$ cat src/sfc_defs.vh
// constants for the serial flash command front end
// Functional notes
// - write-enable opcode framed by a complete 8-bit frame sets the latch
// - volatile-write-enable leaves the latch alone, arms next status write as volatile
// - write-disable opcode clears the latch
// - latch clears at power-up, after non-volatile status write, and on reset
// - read-status opcodes shift the chosen status byte out MSB first on falling edges
// - status reads work even while busy and repeat until chip select rises
// - status writes change only the writable bit locations
// - security lock bits and status lock never return from 1 to 0, except when reset or a non-volatile status write loads a 0 from the non-volatile copy
// - non-volatile status write needs the latch set, opcode plus data in one frame
// - non-volatile write runs a timed busy cycle, then clears busy and latch
// - volatile status write updates at frame end, busy stays 0 and the latch keeps its value
// - reset discards volatile status values and reloads the non-volatile copies
// - legacy write with 16 data bits updates registers 1 and 2, 8 bits only 1
// - read-extended-address opcode shifts the upper address byte out MSB first
// - 3-byte mode takes address bits 31..24 from the upper address byte
// - upper address byte write accepted only with the latch set
// - upper address byte clears at power-up and on reset
// - in 4-byte mode the top address byte of a command loads the register
// - enter and exit opcodes switch between 32-bit and 24-bit addressing
// - read data takes opcode and address, streams bytes MSB first, auto-increment
// - read data received while busy is ignored
// - every byte on the serial link moves MSB first
`ifndef SFC_DEFS_VH
`define SFC_DEFS_VH

`define SFC_OP_WREN       8'h06
`define SFC_OP_WRDI       8'h04
`define SFC_OP_VWREN      8'h50
`define SFC_OP_RDSR1      8'h05
`define SFC_OP_RDSR2      8'h35
`define SFC_OP_RDSR3      8'h15
`define SFC_OP_WRSR1      8'h01
`define SFC_OP_WRSR2      8'h31
`define SFC_OP_WRSR3      8'h11
`define SFC_OP_RDEAR      8'hC8
`define SFC_OP_WREAR      8'hC5
`define SFC_OP_EN4B       8'hB7
`define SFC_OP_EX4B       8'hE9
`define SFC_OP_READ       8'h03

// writable and one-time-programmable bit masks per status register
`define SFC_SR1_WR_MASK   8'h7C
`define SFC_SR1_OTP_MASK  8'h00
`define SFC_SR2_WR_MASK   8'h7B
`define SFC_SR2_OTP_MASK  8'h39
`define SFC_SR3_WR_MASK   8'h66
`define SFC_SR3_OTP_MASK  8'h00
`define SFC_SR1_INIT      8'h00
`define SFC_SR2_INIT      8'h00
`define SFC_SR3_INIT      8'h00
`define SFC_SR1_BUSY_BIT  0
`define SFC_SR1_WEL_BIT   1
`define SFC_SR3_ADS_BIT   0
`define SFC_SR3_ADP_BIT   1
`define SFC_EXT_INIT      8'h00

`define SFC_CLK_PERIOD_NS        5
`define SFC_STATUS_WRITE_TIME_NS 10000
`define SFC_LAST_BIT      3'h7
`define SFC_ADDR3_LAST    3'h2
`define SFC_ADDR4_LAST    3'h3

`endif

$ cat src/sfc_buf2.v
// two-entry elastic buffer between memory stream and serial shifter
`timescale 1ns/10ps
module sfc_buf2 #(
   parameter WIDTH = 8
) (
   input  wire             sys_clk_i,
   input  wire             nrst_i,
   input  wire             flush_i,
   input  wire             in_valid_i,
   output reg              in_ready_o,
   input  wire [WIDTH-1:0] in_data_i,
   output wire             out_valid_o,
   input  wire             out_ready_i,
   output wire [WIDTH-1:0] out_data_o
);
   reg  [WIDTH-1:0] slot0;
   reg  [WIDTH-1:0] slot1;
   reg  [1:0]       count;
   reg  [1:0]       next_count;
   wire             push;
   wire             pop;

   assign out_valid_o = (count != 2'h0);
   assign out_data_o  = slot0;
   assign push        = in_valid_i & in_ready_o;
   assign pop         = out_ready_i & out_valid_o;

   always @* begin
      next_count = count;
      if (flush_i) begin
         next_count = 2'h0;
      end else if (push & ~pop) begin
         next_count = count + 2'h1;
      end else if (pop & ~push) begin
         next_count = count - 2'h1;
      end
   end

   always @(posedge sys_clk_i or negedge nrst_i) begin
      if (!nrst_i) begin
         count      <= 2'h0;
         in_ready_o <= 1'b0;
         slot0      <= {WIDTH{1'b0}};
         slot1      <= {WIDTH{1'b0}};
      end else begin
         count      <= next_count;
         // registered ready from next count: full shows in the same cycle, never overruns
         in_ready_o <= (next_count != 2'h2);
         if (pop) begin
            slot0 <= (count == 2'h2) ? slot1 : in_data_i;
            slot1 <= in_data_i;
         end else if (push) begin
            if (count == 2'h0) begin
               slot0 <= in_data_i;
            end else begin
               slot1 <= in_data_i;
            end
         end
      end
   end
endmodule // sfc_buf2

$ cat src/sfc_stat_byte.v
// one status register with volatile and non-volatile copies
`timescale 1ns/10ps
`include "sfc_defs.vh"
module sfc_stat_byte #(
   parameter [7:0] WR_MASK  = 8'h00,
   parameter [7:0] OTP_MASK = 8'h00,
   parameter [7:0] NV_INIT  = 8'h00
) (
   input  wire       sys_clk_i,
   input  wire       nrst_i,
   input  wire       reload_i,
   input  wire       wr_vol_i,
   input  wire       wr_nv_i,
   input  wire [7:0] data_i,
   output reg  [7:0] value_o,
   output reg  [7:0] stored_o
);
   wire [7:0] vol_new;
   wire [7:0] nv_new;

   assign vol_new = (value_o & ~WR_MASK) | (data_i & WR_MASK)
                  | (value_o & OTP_MASK);
   assign nv_new  = (stored_o & ~WR_MASK) | (data_i & WR_MASK)
                  | (stored_o & OTP_MASK);

   always @(posedge sys_clk_i or negedge nrst_i) begin
      if (!nrst_i) begin
         value_o  <= NV_INIT;
         stored_o <= NV_INIT;
      end else if (reload_i) begin
         value_o  <= stored_o;
      end else if (wr_nv_i) begin
         stored_o <= nv_new;
         value_o  <= nv_new;
      end else if (wr_vol_i) begin
         value_o  <= vol_new;
      end
   end
endmodule // sfc_stat_byte

$ cat src/sfc_frontend.v
// serial flash command front end: opcode decode, status, address, read
`timescale 1ns/10ps
`include "sfc_defs.vh"
module sfc_frontend #(
   parameter TW_NS     = `SFC_STATUS_WRITE_TIME_NS,
   parameter TW_CYCLES = TW_NS / `SFC_CLK_PERIOD_NS
) (
   input  wire        sys_clk_i,
   input  wire        nrst_i,
   input  wire        hw_reset_i,
   input  wire        cs_n_i,
   input  wire        spi_clk_i,
   input  wire        serial_in_i,
   output reg         serial_out_o,
   output reg         serial_out_oe_n_o,
   output reg         mem_req_o,
   output reg  [31:0] mem_addr_o,
   input  wire [7:0]  mem_data_i,
   input  wire        mem_valid_i,
   output wire        mem_ready_o,
   output reg         write_enable_latch_o,
   output reg         busy_o,
   output reg         addr_width_state_o,
   output reg  [7:0]  upper_address_byte_o
);
   localparam ST_OPC  = 3'h0;
   localparam ST_DONE = 3'h1;
   localparam ST_ADDR = 3'h2;
   localparam ST_WDAT = 3'h3;
   localparam ST_OUT  = 3'h4;
   localparam ST_RDAT = 3'h5;
   localparam ST_IGN  = 3'h6;
   localparam [7:0] SR3_INIT = `SFC_SR3_INIT;
   reg  [2:0]  state;
   reg         sclk_q;
   reg         cs_q;
   reg  [7:0]  sh_in;
   reg  [2:0]  bit_cnt;
   reg  [2:0]  byte_cnt;
   reg  [7:0]  opcode;
   reg  [23:0] addr_lo;
   reg  [7:0]  wd1;
   reg  [7:0]  wd2;
   reg         vol_armed;
   reg  [15:0] tw_cnt;
   reg  [7:0]  p1;
   reg  [7:0]  p2;
   reg  [2:0]  pend_sel;
   reg  [2:0]  commit_vol;
   reg  [2:0]  commit_nv;
   reg  [7:0]  osh;
   reg  [2:0]  ocnt;
   reg  [7:0]  out_byte;
   wire        sclk_rise;
   wire        sclk_fall;
   wire        cs_rise;
   wire [7:0]  rx_byte;
   wire [7:0]  sr1_val;
   wire [7:0]  sr2_val;
   wire [7:0]  sr3_val;
   wire [7:0]  sr3_nv;
   wire [2:0]  wr_sel;
   wire        buf_valid;
   wire [7:0]  buf_data;
   wire        buf_pop;
   wire        mem_push;
   wire        load_byte;
   wire        frame_whole;
   assign sclk_rise = spi_clk_i & ~sclk_q & ~cs_n_i;
   assign sclk_fall = ~spi_clk_i & sclk_q & ~cs_n_i;
   assign cs_rise   = cs_n_i & ~cs_q;
   assign rx_byte   = {sh_in[6:0], serial_in_i};
   assign frame_whole = (bit_cnt == 3'h0);
   assign load_byte = sclk_fall & (ocnt == 3'h0)
                    & ((state == ST_OUT) | (state == ST_RDAT));
   assign buf_pop   = load_byte & (state == ST_RDAT);
   assign mem_push  = mem_valid_i & mem_req_o;
   assign wr_sel    = (opcode == `SFC_OP_WRSR2) ? 3'h2
                    : (opcode == `SFC_OP_WRSR3) ? 3'h4
                    : (byte_cnt == 3'h2) ? 3'h3 : 3'h1;
   ////////////////////////////////////////////////////////////////////
   sfc_stat_byte #(
      .WR_MASK  (`SFC_SR1_WR_MASK),
      .OTP_MASK (`SFC_SR1_OTP_MASK),
      .NV_INIT  (`SFC_SR1_INIT)
   ) u_sr1 (
      .sys_clk_i (sys_clk_i),
      .nrst_i    (nrst_i),
      .reload_i  (hw_reset_i),
      .wr_vol_i  (commit_vol[0]),
      .wr_nv_i   (commit_nv[0]),
      .data_i    (p1),
      .value_o   (sr1_val),
      .stored_o  ()
   );
   sfc_stat_byte #(
      .WR_MASK  (`SFC_SR2_WR_MASK),
      .OTP_MASK (`SFC_SR2_OTP_MASK),
      .NV_INIT  (`SFC_SR2_INIT)
   ) u_sr2 (
      .sys_clk_i (sys_clk_i),
      .nrst_i    (nrst_i),
      .reload_i  (hw_reset_i),
      .wr_vol_i  (commit_vol[1]),
      .wr_nv_i   (commit_nv[1]),
      .data_i    (p2),
      .value_o   (sr2_val),
      .stored_o  ()
   );
   sfc_stat_byte #(
      .WR_MASK  (`SFC_SR3_WR_MASK),
      .OTP_MASK (`SFC_SR3_OTP_MASK),
      .NV_INIT  (`SFC_SR3_INIT)
   ) u_sr3 (
      .sys_clk_i (sys_clk_i),
      .nrst_i    (nrst_i),
      .reload_i  (hw_reset_i),
      .wr_vol_i  (commit_vol[2]),
      .wr_nv_i   (commit_nv[2]),
      .data_i    (p1),
      .value_o   (sr3_val),
      .stored_o  (sr3_nv)
   );
   sfc_buf2 #(
      .WIDTH (8)
   ) u_buf (
      .sys_clk_i   (sys_clk_i),
      .nrst_i      (nrst_i),
      .flush_i     (cs_rise),
      .in_valid_i  (mem_push),
      .in_ready_o  (mem_ready_o),
      .in_data_i   (mem_data_i),
      .out_valid_o (buf_valid),
      .out_ready_i (buf_pop),
      .out_data_o  (buf_data)
   );
   ////////////////////////////////////////////////////////////////////
   // byte presented at the start of each outgoing byte
   always @* begin
      out_byte = 8'h00;
      if (state == ST_RDAT) begin
         // empty buffer sends zeros; memory must keep ahead of the link
         out_byte = buf_valid ? buf_data : 8'h00;
      end else if (opcode == `SFC_OP_RDSR1) begin
         out_byte = {sr1_val[7:2], write_enable_latch_o, busy_o};
      end else if (opcode == `SFC_OP_RDSR2) begin
         out_byte = sr2_val;
      end else if (opcode == `SFC_OP_RDSR3) begin
         out_byte = {sr3_val[7:1], addr_width_state_o};
      end else if (opcode == `SFC_OP_RDEAR) begin
         out_byte = upper_address_byte_o;
      end
   end
   ////////////////////////////////////////////////////////////////////
   // serial output on falling clock edges
   always @(posedge sys_clk_i or negedge nrst_i) begin
      if (!nrst_i) begin
         serial_out_o      <= 1'b0;
         serial_out_oe_n_o <= 1'b1;
         osh               <= 8'h00;
         ocnt              <= 3'h0;
      end else if (cs_n_i) begin
         serial_out_oe_n_o <= 1'b1;
         ocnt              <= 3'h0;
      end else if (load_byte) begin
         // status re-sampled per byte so busy polling sees live value
         serial_out_o      <= out_byte[7];
         osh               <= {out_byte[6:0], 1'b0};
         ocnt              <= 3'h1;
         serial_out_oe_n_o <= 1'b0;
      end else if (sclk_fall & (ocnt != 3'h0)) begin
         serial_out_o <= osh[7];
         osh          <= {osh[6:0], 1'b0};
         ocnt         <= ocnt + 3'h1;
      end
   end
   ////////////////////////////////////////////////////////////////////
   // memory address counter, advances on every accepted byte
   always @(posedge sys_clk_i or negedge nrst_i) begin
      if (!nrst_i) begin
         mem_addr_o <= 32'h0000_0000;
      end else if (sclk_rise & (state == ST_ADDR) & ~busy_o
                   & (byte_cnt == (addr_width_state_o ? `SFC_ADDR4_LAST
                                                      : `SFC_ADDR3_LAST)))
      begin
         if (addr_width_state_o) begin
            mem_addr_o <= {addr_lo, rx_byte};
         end else begin
            mem_addr_o <= {upper_address_byte_o, addr_lo[15:0],
                           rx_byte};
         end
      end else if (mem_push & mem_ready_o) begin
         mem_addr_o <= mem_addr_o + 32'h0000_0001;
      end
   end
   ////////////////////////////////////////////////////////////////////
   // command decode and control state
   always @(posedge sys_clk_i or negedge nrst_i) begin
      if (!nrst_i) begin
         state                <= ST_OPC;
         sclk_q               <= 1'b0;
         cs_q                 <= 1'b1;
         sh_in                <= 8'h00;
         bit_cnt              <= 3'h0;
         byte_cnt             <= 3'h0;
         opcode               <= 8'h00;
         addr_lo              <= 24'h00_0000;
         wd1                  <= 8'h00;
         wd2                  <= 8'h00;
         vol_armed            <= 1'b0;
         tw_cnt               <= 16'h0000;
         p1                   <= 8'h00;
         p2                   <= 8'h00;
         pend_sel             <= 3'h0;
         commit_vol           <= 3'h0;
         commit_nv            <= 3'h0;
         mem_req_o            <= 1'b0;
         write_enable_latch_o <= 1'b0;
         busy_o               <= 1'b0;
         addr_width_state_o   <= SR3_INIT[`SFC_SR3_ADP_BIT];
         upper_address_byte_o <= `SFC_EXT_INIT;
      end else begin
         sclk_q     <= spi_clk_i;
         cs_q       <= cs_n_i;
         commit_vol <= 3'h0;
         commit_nv  <= 3'h0;
         if (hw_reset_i) begin
            write_enable_latch_o <= 1'b0;
            upper_address_byte_o <= `SFC_EXT_INIT;
            addr_width_state_o   <= sr3_nv[`SFC_SR3_ADP_BIT];
            busy_o               <= 1'b0;
            vol_armed            <= 1'b0;
         end else if (busy_o) begin
            if (tw_cnt == 16'h0000) begin
               busy_o               <= 1'b0;
               write_enable_latch_o <= 1'b0;
               commit_nv            <= pend_sel;
            end else begin
               tw_cnt <= tw_cnt - 16'h0001;
            end
         end
         if (cs_n_i | hw_reset_i) begin
            bit_cnt  <= 3'h0;
            byte_cnt <= 3'h0;
            state    <= ST_OPC;
            mem_req_o <= 1'b0;
         end
         if (cs_rise & frame_whole & ~hw_reset_i) begin
            if (state == ST_DONE) begin
               if (opcode == `SFC_OP_WREN) begin
                  write_enable_latch_o <= 1'b1;
               end else if (opcode == `SFC_OP_WRDI) begin
                  write_enable_latch_o <= 1'b0;
               end else if (opcode == `SFC_OP_VWREN) begin
                  vol_armed <= 1'b1;
               end else if (opcode == `SFC_OP_EN4B) begin
                  addr_width_state_o <= 1'b1;
               end else if (opcode == `SFC_OP_EX4B) begin
                  addr_width_state_o <= 1'b0;
               end
            end else if ((state == ST_WDAT) & (byte_cnt != 3'h0)) begin
               if (opcode == `SFC_OP_WREAR) begin
                  if (write_enable_latch_o) begin
                     upper_address_byte_o <= wd1;
                  end
               end else if (vol_armed | write_enable_latch_o) begin
                  vol_armed <= 1'b0;
                  p1 <= wd1;
                  p2 <= (opcode == `SFC_OP_WRSR1) ? wd2 : wd1;
                  pend_sel <= wr_sel;
                  if (vol_armed) begin
                     // volatile path: applied at once, busy and latch untouched
                     commit_vol <= wr_sel;
                  end else begin
                     busy_o <= 1'b1;
                     tw_cnt <= TW_CYCLES[15:0];
                  end
               end
            end
         end else if (sclk_rise) begin
            sh_in   <= rx_byte;
            bit_cnt <= bit_cnt + 3'h1;
            if (bit_cnt == `SFC_LAST_BIT) begin
               case (state)
                  ST_OPC: begin
                     opcode <= rx_byte;
                     if ((rx_byte == `SFC_OP_RDSR1) |
                         (rx_byte == `SFC_OP_RDSR2) |
                         (rx_byte == `SFC_OP_RDSR3)) begin
                        state <= ST_OUT;
                     end else if (busy_o) begin
                        state <= ST_IGN;
                     end else if (rx_byte == `SFC_OP_RDEAR) begin
                        state <= ST_OUT;
                     end else if (rx_byte == `SFC_OP_READ) begin
                        state <= ST_ADDR;
                     end else if ((rx_byte == `SFC_OP_WRSR1) |
                                  (rx_byte == `SFC_OP_WRSR2) |
                                  (rx_byte == `SFC_OP_WRSR3) |
                                  (rx_byte == `SFC_OP_WREAR)) begin
                        state <= ST_WDAT;
                     end else begin
                        state <= ST_DONE;
                     end
                  end
                  ST_ADDR: begin
                     addr_lo  <= {addr_lo[15:0], rx_byte};
                     byte_cnt <= byte_cnt + 3'h1;
                     if (byte_cnt == (addr_width_state_o ? `SFC_ADDR4_LAST
                                                         : `SFC_ADDR3_LAST))
                     begin
                        state     <= ST_RDAT;
                        mem_req_o <= 1'b1;
                        if (addr_width_state_o) begin
                           upper_address_byte_o <= addr_lo[23:16];
                        end
                     end
                  end
                  ST_WDAT: begin
                     byte_cnt <= byte_cnt + 3'h1;
                     if (byte_cnt == 3'h0) begin
                        wd1 <= rx_byte;
                     end else if ((byte_cnt == 3'h1) &
                                  (opcode == `SFC_OP_WRSR1)) begin
                        wd2 <= rx_byte;
                     end else begin
                        state <= ST_IGN;
                     end
                  end
                  ST_DONE: state <= ST_IGN;
                  default: state <= state;
               endcase
            end
         end
      end
   end
endmodule // sfc_frontend

$ cat config.mk
export PLATFORM = sky130hd
export DESIGN_NAME = sfc_frontend
export DESIGN_NICKNAME = d
export VERILOG_FILES = /design/src/sfc_buf2.v /design/src/sfc_stat_byte.v /design/src/sfc_frontend.v
export VERILOG_INCLUDE_DIRS = /design/src /design/src/src
export SDC_FILE = /design/constraint.sdc
export NUM_CORES = 1
export LEC_CHECK = 0
export BUFFER_PORTS_ARGS = -buffer_cell sky130_fd_sc_hd__clkbuf_2
export CAP_MARGIN = 20
export CORE_MARGIN = 5
export CORE_UTILIZATION = 50
export CTS_CLUSTER_DIAMETER = 30
export DETAILED_ROUTE_END_ITERATION = 10
export GPL_TIMING_DRIVEN = 0
export PLACE_DENSITY = 0.78
export SYNTH_ARGS = -nofsm -noshare
export SYNTH_HDL_FRONTEND = slang
export SYNTH_SLANG_ARGS = --single-unit
$ cat constraint.sdc
create_clock -name sys_clk_i -period 4.36 [get_ports sys_clk_i]
set_clock_uncertainty 0.2 [all_clocks]
set_input_delay 0.218 -clock sys_clk_i [delete_from_list [all_inputs] [get_ports sys_clk_i]]
set_output_delay 0.218 -clock sys_clk_i [all_outputs]
set_load 0.01 [all_outputs]
==> metrics.yaml <==
run_status:
  run_status: "finished, final reports clean"
worst_setup_path:
  cp-start-kind: "flop"
  r2r.worst_path.cells: 9
  max_stage_delay_ns: 0.65
  crit_required_ns: 4.53
  critPathMaxFanout: 10
  cp.arrival_ns: 2.99
  r2r-start: "tw_cnt[0]"
  cp_top_family: "simple AND/OR/NAND/NOR gates"
  reg2reg_slack_ns: 1.54
  path_class: "reg2reg"
  path_cells: "inv_1 -> ha_1 -> nor4b_1 -> and3_1 -> clkbuf_1 -> buf_2 -> a21oi_1 -> xnor2_1 -> nor2_1"
  crit_slowest_cell: "nor4b_1"
  timing.rr.end: "tw_cnt[3]"
  worstSetupEndpointType: "flop"
  worst-path-buf-inv: 3
cells_and_area:
  final_cell_mix: "205 x dfrtp_1, 103 x nand2_1, 71 x mux2_2"
  area_delta_synth_final_pct: 21.6
  layout-drive-gt1-share_pct: 22.1
  multi_input_area_mm2: 0.00475
  n_antenna_cell: 0
  nNetsFinal: 1118
  seqCellArea_mm2: 0.00518
  fin_area_mm2: 0.0124
  n_fill_cell: 1589
  layout_commonest_cell: "dfrtp_1"
global_route:
  antenna_found_initial: 0
  grt_start_max_net_pins: 113
  grt_pass1_vias: 8374
  gr-usage-all-layers_pct: 22.7
  globalRoute.totalOverflow: 0
  grt_pass1_wl_um: 43800
detailed_routing:
  avgRoutedWirePerCell_um: 18.9
  routed_wl_um: 26300
  firstDrtPassIters: 5
  drt_iter0_markers: 624
  via_per_inst: 5.81
  drc: 0
  vias: 8074
  postRouteAntennaNets: 0
yosys:
  syn_nets: 1000
  synthArstFlopShare_pct: 100
  synthCells: 971
  synth.distinct_cells: 74
  avgSynthCellArea_um2: 10.5
  yosysWarnings: 0
  synth-seq-cells: 207
  synth_flop_cell: "dfrtp_1"
  synthesis.area_mm2: 0.0102
  yosysSeqAreaShare_pct: 50.7
  synth_edf_count: 0
min_path:
  hold_end: "upper_address_byte_o[6]"
  min_from: "hw_reset_i"
  hold_class: "in2reg"
  hold_depth: 4
timing:
  slew_viol_final: 0
  post-route-min-period_ns: 2.82
  fmax_ghz: 0.354
  rsz0062_at_grt: "false"
  fin_crit_sh_pct: 64.7
  max_slew_margin_pct: 30.9
  worstMarginPinSlew_ns: 1.03
  hold_slack_ns: 0.0444
  hold_viol_final: 0
  finalSetupViolations: 0
clock_tree:
  cts_buffers: 42
  clock-sinks: 207
  cts_hold_buffers: 12
  cts_tree: "done"
  cts.repair.resized: 0
  clkTransAtPathRegs_ns: 0.05
  h-tree-depth: 2
  worst_skew_pair.late_latency_ns: 0.51
  clock-root-buffer: "clkbuf_16"
  cts_setup_buffers: 0
  cts_buffer_depth: 3
die:
  core_area_mm2: 0.0202
  rows: 52
  initial_utilization_pct: 50.7
  die_x_um: 153
  die_y_um: 153
  io-pin-count: 62
  die_area_mm2: 0.0234
placement:
  dp_hpwl_um: 18300
  gp_congestion: 0.928
  dpl_cell_area_mm2: 0.0109
  port_buffers: 61
power:
  p_leak_nw: 5.98
  power_density_mw_per_mm2: 435
  power_mw: 5.41
  peakVddDrop_v: 0.000326
run:
  cap_violations: 0
[per-stage QoR]
| stage | cells | setup WS, ns | utilization [%] | TNS [ns] |
|---|---|---|---|---|
| floorplan | 971 | 1.97 | - | 0 |
| global placement | 1302 | -1.11 | 53.9 | -223.41 |
| detailed placement | 1303 | 1.63 | 54.1 | 0 |
| CTS | 1390 | 1.57 | 61.6 | 0 |
| global route | 1390 | 1.42 | 61.6 | 0 |
| finish | 1390 | 1.54 | 61.6 | 0 |
[power by group]
part           total, mW  leakage [nW]  internal (mW)  switching, mW
sequential          2.02          2.83           1.97         0.0483
clock               3.14         0.668           2.12           1.01
combinational      0.251          2.47         0.0877          0.163
total               5.41          5.98           4.18           1.23
[routing by layer]
metal / share of wire (%) / vias to the layer above / GRT usage [%]
li1: - / 3737 / -
met1: 43 / 3982 / 30.8
met2: 48 / 284 / 36.8
met3: 6.3 / 71 / 4.27
met4: 2.9 / 0 / 7.59
met5: 0 / - / 0
[kinds of logic after synthesis]
| group | count (synthesis) | synth area share [%] |
|---|---|---|
| adders and majority gates | 14 | 1.71 |
| buffers and inverters | 68 | 2.85 |
| DFF | 207 | 50.7 |
| muxes | 100 | 10.9 |
| xor gates and xnor gates | 46 | 3.94 |
| AOI/OAI and AO/OA | 183 | 11.6 |
| and+or+nand+nor | 353 | 18.3 |
[sequential cells by signal (all words and copies together), names as in the netlist, 4 cells and up]
name,count
wd2,6
p2,6
addr_lo,24
mem_addr_o,32
u_buf.slot1,8
tw_cnt,16
wd1,8
opcode,8
u_sr1.stored_o,5
upper_address_byte_o,8
u_sr2.stored_o,6
u_sr3.stored_o,4
u_sr1.value_o,5
p1,6
osh,7
u_sr3.value_o,4
u_sr2.value_o,6
u_buf.out_data_o,8
sh_in,7
[tightest hold or removal path: cells and delay by family]
family / cells / cell delay [ns]
buffers and inverters: 1 / 0.18
muxes: 1 / 0.12
AOI/OAI and AO/OA: 1 / 0.09
and+or+nand+nor: 1 / 0.08
[cell type report]
class,count,area share [%]
plain buffers,47,1.71
repair buffers,74,3.71
clock buffers,52,9.01
clock inverters,23,2.30
well taps,270,2.72
flip-flops and latches,207,41.7
multi-input cells,696,38.2
inverters,21,0.634
[cells in the mapped netlist (3+ instances only)]
cell type    n  area [um2]
o31ai_1      3        22.5
or3_1        5        31.3
mux2_2      71         800
inv_1       21        78.8
a211oi_1    13        97.6
a22o_1      12         105
xnor2_1     20         175
nor3b_1      5        37.5
and3_1      14        87.6
ha_1        14         175
and2_1       5        31.3
o211ai_1     6        45.0
nor4b_1      5        43.8
or4_1        4        30.0
or2_2        3        18.8
nor3_1      20         100
a21oi_1     57         285
buf_2       14        70.1
nand4_1     24         150
nand3_1     30         150
clkbuf_1    30         113
nor2_1      69         259
a2111oi_0    7        61.3
nor2b_1     20         125
a21o_1      16         120
dfrtp_1    205        5130
nand2b_1    11        68.8
mux2i_1     25         250
mux2_4       4        60.1
a22oi_1      8        60.1
nor4_1       8        50.1
xor2_1      26         228
nand2_1    103         387
o21ai_0     35         175
a31oi_1      7        43.8
nor4_2       3        37.5
[worst max path at each step]
stage               slack, ns         from  depth (start not counted)             end
finish                   1.54    tw_cnt[0]                          9       tw_cnt[3]
global route             1.42    tw_cnt[0]                          9       tw_cnt[3]
CTS                      1.57    tw_cnt[0]                          9       tw_cnt[3]
detailed placement       1.63    tw_cnt[0]                          9       tw_cnt[8]
global placement        -1.11       nrst_i                          1  u_buf.count[1]
floorplan                1.97  byte_cnt[0]                          8           p1[3]
No activity file was read; power rests on OpenSTA's default activity.
